File: config.mk
export PLATFORM = sky130hd
export DESIGN_NAME = lss_shift_latch
export DESIGN_NICKNAME = d
export VERILOG_FILES = /design/src/rtl/lss_pkg.sv /design/src/rtl/lss_fifo.sv /design/src/rtl/lss_shift_latch.sv
export SDC_FILE = /design/constraint.sdc
export NUM_CORES = 1
export LEC_CHECK = 0
export ABC_CLOCK_PERIOD_IN_PS = 2730
export BUFFER_PORTS_ARGS = -buffer_cell sky130_fd_sc_hd__buf_2
export CORE_ASPECT_RATIO = 1.75
export CORE_MARGIN = 4
export CORE_UTILIZATION = 50
export CTS_CLUSTER_SIZE = 20
export DETAILED_ROUTE_END_ITERATION = 8
export GPL_ROUTABILITY_DRIVEN = 0
export MAX_ROUTING_LAYER = met4
export PLACE_DENSITY = 0.7
export SYNTH_ARGS = -nofsm -noshare
export SYNTH_HDL_FRONTEND = slang
export SYNTH_HIERARCHICAL = 1
export SYNTH_SLANG_ARGS = --single-unit
export TNS_END_PERCENT = 1
File: constraint.sdc
create_clock -name i_sys_clk -period 2.73 [get_ports i_sys_clk]
set_input_delay 0.819 -clock i_sys_clk [delete_from_list [all_inputs] [get_ports i_sys_clk]]
set_output_delay 0.819 -clock i_sys_clk [all_outputs]
set_load 0.01 [all_outputs]
File: src/rtl/lss_pkg.sv
// constants for the sixteen-channel serial-in, parallel-out sink front end
// assumes one system clock; pin inputs are synchronised inside the top
// What this block does
// - shift serial input on each shift clock rise
// - latch transparent while latch strobe high
// - falling strobe freezes latch during further shifting
// - blanking low: sinks follow latched bits
// - blanking high: all sinks off, state kept
// - last shift stage drives serial output
// - sixteen sink channels, one latch bit each
package lss_pkg;
  localparam int unsigned CHANNELS = 16;
  localparam int unsigned FIFO_DEPTH = 16;
  localparam int unsigned SYNC_STAGES = 3;
  localparam logic [15:0] RESET_SHIFT = 16'h0000;
  localparam logic [15:0] RESET_LATCH = 16'h0000;
  localparam logic [15:0] SINKS_OFF = 16'h0000;
  localparam logic [2:0] RESET_SYNC = 3'h0;
  localparam logic [2:0] RESET_BLANK_SYNC = 3'h7;
endpackage : lss_pkg

File: src/rtl/lss_fifo.sv
// small synchronous fifo with valid/ready on both sides
// assumes one clock, active-low async reset, clock enable
module lss_fifo #(
  parameter int unsigned WIDTH = 1,
  parameter int unsigned DEPTH = 16
) (
  // clock and reset
  input wire logic i_sys_clk,
  input wire logic i_reset_n,
  input wire logic i_clk_en,
  // fill side
  input wire logic i_in_valid,
  input wire logic [WIDTH-1:0] i_in_data,
  output logic o_in_ready,
  // drain side
  output logic o_out_valid,
  output logic [WIDTH-1:0] o_out_data,
  input wire logic i_out_ready
);
  localparam int unsigned AW = $clog2(DEPTH);
  typedef struct packed {
    logic [AW-1:0] wr;
    logic [AW-1:0] rd;
    logic [AW:0] count;
  } lss_fifo_s;
  lss_fifo_s st;
  lss_fifo_s next_st;
  logic [WIDTH-1:0] mem [DEPTH];
  logic push;
  logic pop;

  // handshakes; full and empty come from the count
  assign o_in_ready = (st.count < (AW+1)'(DEPTH)); // full at DEPTH entries
  assign o_out_valid = (st.count != '0);
  assign o_out_data = mem[st.rd];
  assign push = i_in_valid && o_in_ready;
  assign pop = o_out_valid && i_out_ready;

  // pointer and count update
  always_comb begin
    next_st = st;
    if (push) begin
      next_st.wr = st.wr + 1'b1;
    end
    if (pop) begin
      next_st.rd = st.rd + 1'b1;
    end
    if (push && !pop) begin
      next_st.count = st.count + 1'b1;
    end else if (pop && !push) begin
      next_st.count = st.count - 1'b1;
    end
  end

  always_ff @(posedge i_sys_clk or negedge i_reset_n) begin
    if (!i_reset_n) begin
      st <= '0;
    end else if (i_clk_en) begin
      st <= next_st;
    end
  end

  // storage has no reset; only valid entries are ever read
  always_ff @(posedge i_sys_clk) begin
    if (i_clk_en && push) begin
      mem[st.wr] <= i_in_data;
    end
  end
endmodule : lss_fifo

File: src/rtl/lss_shift_latch.sv
// serial-in, parallel-out shift register, output latch and blanking
// assumes shift clock, serial in, strobe and blank arrive as async pins
module lss_shift_latch #(
  parameter int unsigned CHANNELS = lss_pkg::CHANNELS,
  parameter int unsigned FIFO_DEPTH = lss_pkg::FIFO_DEPTH
) (
  // clock and reset
  input wire logic i_sys_clk,
  input wire logic i_reset_n,
  input wire logic i_clk_en,
  // serial pins
  input wire logic i_shift_clk,
  input wire logic i_serial_in,
  input wire logic i_latch_strobe,
  input wire logic i_blank_n,
  // outputs
  output logic [CHANNELS-1:0] o_sink_outputs,
  output logic o_serial_out,
  output logic o_bit_ready
);
  typedef struct packed {
    logic [2:0] clk_sync;
    logic [2:0] din_sync;
    logic [2:0] le_sync;
    logic [2:0] oe_sync;
    logic clk_state;
    logic le_state;
    logic oe_n_state;
    logic [CHANNELS-1:0] shift;
    logic [CHANNELS-1:0] latch;
    logic [CHANNELS-1:0] sinks;
    logic sout;
    logic ready;
  } lss_core_s;
  lss_core_s st;
  lss_core_s next_st;
  logic rise;
  logic bit_valid;
  logic bit_data;
  logic bit_take;
  logic fifo_ready;

  // a shift-clock rise is queued with the data bit seen alongside it
  assign rise = (st.clk_sync[2] == st.clk_sync[1]) &&
                st.clk_sync[2] && !st.clk_state;
  assign bit_take = bit_valid;

  lss_fifo #(
    .WIDTH(1),
    .DEPTH(FIFO_DEPTH)
  ) u_fifo (
    .i_sys_clk(i_sys_clk),
    .i_reset_n(i_reset_n),
    .i_clk_en(i_clk_en),
    .i_in_valid(rise),
    .i_in_data(st.din_sync[2]),
    .o_in_ready(fifo_ready),
    .o_out_valid(bit_valid),
    .o_out_data(bit_data),
    .i_out_ready(bit_take)
  );

  // synchronisers: stage 0 feeds only stage 1; 1 and 2 must agree, except serial in, taken from stage 2 directly
  always_comb begin
    next_st = st;
    next_st.clk_sync = {st.clk_sync[1:0], i_shift_clk};
    next_st.din_sync = {st.din_sync[1:0], i_serial_in};
    next_st.le_sync = {st.le_sync[1:0], i_latch_strobe};
    next_st.oe_sync = {st.oe_sync[1:0], i_blank_n};
    // ready lags the fifo by a cycle so the pin comes from a flop
    next_st.ready = fifo_ready;
    if (st.clk_sync[2] == st.clk_sync[1]) begin
      next_st.clk_state = st.clk_sync[2];
    end
    if (st.le_sync[2] == st.le_sync[1]) begin
      next_st.le_state = st.le_sync[2];
    end
    if (st.oe_sync[2] == st.oe_sync[1]) begin
      next_st.oe_n_state = st.oe_sync[2];
    end
    // newest bit enters channel zero, older bits move up
    if (bit_take) begin
      next_st.shift = {st.shift[CHANNELS-2:0], bit_data};
      next_st.sout = st.shift[CHANNELS-2];
    end
    // strobe high passes the shift register, low holds the latch
    if (st.le_state) begin
      next_st.latch = next_st.shift;
    end else begin
      next_st.latch = st.latch;
    end
    // blanking only gates the pins; latch and shift untouched
    if (st.oe_n_state) begin
      next_st.sinks = lss_pkg::SINKS_OFF;
    end else begin
      next_st.sinks = st.latch;
    end
  end

  always_ff @(posedge i_sys_clk or negedge i_reset_n) begin
    if (!i_reset_n) begin
      st.clk_sync <= lss_pkg::RESET_SYNC;
      st.din_sync <= lss_pkg::RESET_SYNC;
      st.le_sync <= lss_pkg::RESET_SYNC;
      st.oe_sync <= lss_pkg::RESET_BLANK_SYNC;
      st.clk_state <= 1'b0;
      st.le_state <= 1'b0;
      st.oe_n_state <= 1'b1;
      st.shift <= lss_pkg::RESET_SHIFT;
      st.latch <= lss_pkg::RESET_LATCH;
      st.sinks <= lss_pkg::SINKS_OFF;
      st.sout <= 1'b0;
      st.ready <= 1'b1;
    end else if (i_clk_en) begin
      st <= next_st;
    end
  end

  // all outputs straight from flops
  assign o_sink_outputs = st.sinks;
  assign o_serial_out = st.sout;
  assign o_bit_ready = st.ready;
endmodule : lss_shift_latch
## Word-level counts from Yosys, hierarchy flattened

Memory sizes are Yosys's and may differ from the RTL's.
Cells that the tools add are included.

| storage, ports and cells | value |
|---|---|
| output and inout port bits | 18 |
| RAM bits | 16 |
| memories | 1 |
| input bits | 7 |
| bits in registers | 78 |

Memory list:

| name | words | bits a word | read ports | clocked after Yosys merged registers in | write ports | RTL line | source |
|---|---|---|---|---|---|---|---|
| u_fifo.mem | 16 | 1 | 1 | 0 | 1 | lss_fifo.sv:28 | `logic [WIDTH-1:0] mem [DEPTH];` |

| cells by class | value |
|---|---|
| $add $sub $neg | 4 |
| eq/ne operators | 3 |
| reduce and logical (&&, ||, !) cells | 18 |
| multiplexer cells | 6 |
| order comparisons | 1 |

Operator list:

| operator | number |
|---|---|
| two-way mux 16 bit | 2 |
| AND reduction 2 bit | 7 |
| two-way mux 5 bit | 2 |
| adder 4 x 1 -> 4 bit, second input constant | 2 |
| logical AND 1 bit | 6 |
| adder 5 x 1 -> 5 bit, second input constant | 1 |
| < comparator 5 bit, second input constant | 1 |
| nonzero test 5 bit | 1 |
| subtractor 5 x 1 -> 5 bit, second input constant | 1 |
| equality test 1 bit | 3 |
| zero test 1 bit | 3 |
| two-way mux 1 bit | 2 |
| nonzero test 2 bit | 1 |

## Logic depth before layout (Yosys ltp)

| logic depth | value |
|---|---|
| depth after elaboration | 8 |
| depth in mapped cells | 10 |
| mapped depth without buffers | 10 |

## By module

The synthesis kept the hierarchy.

By module, submodules not included:

| module | area each (µm²) | cells an instance | instances |
|---|---|---|---|
| lss_shift_latch | 2921.6 | 223 | 1 |
| lss_fifo | 1486.4 | 120 | 1 |

## Worst setup path before layout

OpenSTA, ideal clock, no wires.

| timing path | value |
|---|---|
| kind | reg-to-reg |
| start point | reg u_fifo/st[4] (netlist name) |
| end point | reg u_fifo/st[4] (netlist name) |
| arrival time | 2713 ps |
| setup slack | -116 ps |
| buffers on the path | 0 |
| required time | 2597 ps |
| clock period less this slack | 2846 ps |
| cell stages (with the launch flop) | 11 |
| cells stage by stage | dfrtp_1 or4_4 or2_4 nand2_1 ha_1 inv_1 fa_1 a21o_1 a2111o_1 o311ai_0 nand2_1 |

| on the way | value |
|---|---|
| elaborated cells on any way between the ends | 13 |
| classes of those cells | 2 x add/sub; 1 x order compare; 2 x mux; 8 x reduce/logical |

RTL lines:

| element | RTL line | source |
|---|---|---|
| start, declared | lss_fifo.sv:26 | `lss_fifo_s st;` |
| start signal, assigned | lss_fifo.sv:59 | `st <= next_st;` |
| nonzero test 5 bit (*) | lss_fifo.sv:34 | `assign o_out_valid = (st.count != '0);` |
| net bit_take | lss_shift_latch.sv:40 | `logic bit_take;` |
| zero test 1 bit | lss_fifo.sv:48 | `if (push && !pop) begin` |
| logical AND 1 bit | lss_fifo.sv:48 |  |
| nonzero test 2 bit (no line) | n/a |  |
| AND reduction 2 bit (no line) | n/a |  |

The timed path passes the listed nets; every way through them passes the cells marked *. The select of a mux whose other input is x is not followed.
A chain may end at the register's enable or synchronous reset.

## Worst setup path after layout

Same ends and word-level chain as after synthesis.

==> results.ini <==
[clock_tree]
source_to_sink_clock_delay_at_the_later_pin_of_the_worst_skew_pair_ps=340
cts_buffers=9
clock_tree.root_cell=sky130_fd_sc_hd__clkbuf_16
clkSinkCount=94
clockBufferDepth=2
clkTransAtPathRegs_ps=70
cts-hold-fix-buffers=0
cts_tree=yes
h-tree-depth=3

[min_path]
hold_path_class=in -> async

[cells_and_area]
number_of_fill_cells=742
drive_gt1_share_pct=32.3
final_cell_area_um2=4860
mostFrequentLayoutCells=73 x sky130_fd_sc_hd__dfrtp_1, 36 x sky130_fd_sc_hd__a21oi_1, 23 x sky130_fd_sc_hd__buf_2, 21 x sky130_fd_sc_hd__mux2_2, 20 x sky130_fd_sc_hd__nor2b_1
finish.utilization_pct=56.5
flow.area_growth_from_synthesis_pct=10.4
n_antenna_cell=0
instances_no_fill=476
layout_commonest_cell=sky130_fd_sc_hd__dfrtp_1
design.final.nets=372

[global_routing]
grt_pass1_vias=2491
grt_usage_pct=15.1
pin_count_of_the_biggest_net_entering_global_routing=49
grt_first_pass_wirelength_um=12200
grt_antenna_before_repair=0
grtUsageMet1_pct=17.8
globalRoute.busiestLayer=met2
gr-total-overflow=0
gr_layer_usage_met2_pct=24.9
gr-usage-met3_pct=3.49

[critical_path]
critical-path-slowest-cell=sky130_fd_sc_hd__or4_4
reg2reg_slack_ps=70
max_stage_delay_ps=540
worst-endpoint-required_ps=2940
cp_max_fo=6
endpoint_kind=register
worstSetupPathType=reg -> reg
r2r_cells=10
critical_path.startpoint_type=register
worstPathCellList=or4_4 -> or2_4 -> nand2_2 -> ha_4 -> inv_4 -> fa_2 -> a21o_1 -> a2111o_1 -> o311ai_1 -> nand2_1
cp_top_family=simple AND/OR/NAND/NOR gates
critPathBufInv=1
critical_path.reg2reg.endpoint=u_fifo/st[4]
worst_r2r_startpoint=u_fifo/st[4]
data_arrival_time_of_the_critical_path_ps=2870
critical_path_depth=10

[pwr]
max-vdd-ir-drop_uv=469
power_density_nw_per_um2=1110
power.leakage_nw=2.16
overall_power_of_the_completed_layout_mw=5.38

[sta]
timing.final.crit_share_pct=97.4
final_period_minus_worst_setup_slack_ps=2660
setup_tns_ps=0
setup_repair_after_global_routing_missed_its_margin=yes
postLayoutSetupSlackWorst_ps=71.0
slew_worst_pin_ps=535
slew_headroom_pct=64.3
final-setup-viol-count=0
hold_slack_ps=417
final_setup_skew_ps=5.60
fmax_mhz=376
final_hold_viol_count=0
slew_violations=0

[routing]
detail_route.wl_per_cell_um=14.6
detailroute.via_count=2464
drc=0
detail_route.wirelength_um=6940
detail_route.first_pass.iterations=4
viasPerCell=5.18
antenna_violating_nets_post_route=0
drt_iter0_markers=161

[placement]
dpl-instance-area_um2=4490
detailedPlacementHpwl_um=4660
numPortBuffers=24
preCtsSetupSlack_ps=-22.7
dpl.cell_count=457

[floorplan]
std_cell_rows=45
design.die.area_um2=10400
io_pins=25
die_width_um=79.0
die_height_um=132
start_util_pct=51.2
core-area_um2=8610

[yosys]
ys.flop_type=sky130_fd_sc_hd__dfrtp_1
synth_edf_count=16
syn_nets=361
synthesis.instances=343
synth-seq-area-share_pct=55.3
asyncSetResetFlopFracSynth_pct=83.0
ys.warnings.count=6
synth.lib_cells_used.distinct=46
postSynthRegisterBits=94
synth_largest_area_cell=sky130_fd_sc_hd__dfrtp_1
post-synth-top-area-fraction_pct=41.4
avgSynthCellArea_um2=12.9
synth_area_um2=4410
netlist_top_cells_area=sky130_fd_sc_hd__dfrtp_1 41%, sky130_fd_sc_hd__edfxtp_1 11%, sky130_fd_sc_hd__mux2_2 5.4%

[run]
max_cap_violations=0

[outcome]
run_status=finished clean

[worst max-delay path by stage]
stage,startpoint,end,slack (ps)
after global placement,u_fifo/st[2],u_fifo/st[4],50
after floorplan,u_fifo/st[1],u_fifo/st[4],7
final,u_fifo/st[4],u_fifo/st[4],70
after CTS,u_fifo/st[2],u_fifo/st[4],20
after global routing,u_fifo/st[1],u_fifo/st[4],-20
after detailed placement,u_fifo/st[2],u_fifo/st[4],-20
[power by group]
| part | switching, mW | internal (mW) | total (mW) | leakage, nW |
|---|---|---|---|---|
| logic | 0.744 | 0.917 | 1.66 | 0.937 |
| clock network | 0.524 | 0.833 | 1.36 | 0.159 |
| registers | 0.410 | 1.95 | 2.36 | 1.06 |
| total | 1.68 | 3.70 | 5.38 | 2.16 |
[per-layer routing]
metal | wire length [um] | vias to the layer above
li1 | - | 1217
met1 | 2950 | 1208
met2 | 3670 | 30
met3 | 201 | 9
met4 | 118 | 0
met5 | 0 | -
[worst reg2reg max path: cells and delay by family (launching register included)]
| kind | cells | cell delay [ps] |
|---|---|---|
| flops | 1 | 380 |
| compound gates | 3 | 660 |
| buf+inv | 1 | 50 |
| fa+ha+maj | 2 | 480 |
| simple gates | 4 | 960 |
[flip-flops by register name, indices dropped and copies added (netlist names)]
signal          count
next_st             8
o_bit_ready         1
o_serial_out        1
o_sink_outputs     16
st                 39
u_fifo/mem         16
u_fifo/st          13
[cell usage after synthesis, drive strengths merged, types with 2 or more instances]
cell,n
dfrtp,73
a21oi,36
buf,34
mux2,30
nor2b,20
mux2i,18
a31o,16
edfxtp,16
nand2,14
nor2,13
ha,10
xnor2,7
nor3,6
a21o,5
dfstp,5
inv,5
mux4,4
nand2b,4
o21ai,4
clkbuf,3
and2,2
nand4,2
xor2,2
[timing repair]
action	CTS	global route
setup buffers	0	3
endpoints found under the setup margin	1	1
cloned	0	0
gates resized for setup	3	0
pin swaps	1	5
[final cells by class]
class	count	area (um^2)	share of cell area, %
clock buffer	10	239	4.91
clock inverter	6	93.8	1.93
inverter	6	25.0	0.514
multi-input combinational	206	1690	34.7
sequential	94	2440	50.1
tap	117	146	3.01
timing repair buffer	37	233	4.78
[kinds of logic after synthesis]
logic type      Yosys count  share of synthesized area (%)
fa+ha+maj                11                           3.29
simple gates             66                           8.37
buf+inv                  43                           6.76
mux                      52                           14.5
compound gates           68                           9.99
xor+xnor                  9                           1.79
flops                    94                           55.3
Note: power is estimated with default switching activity, not from simulation.
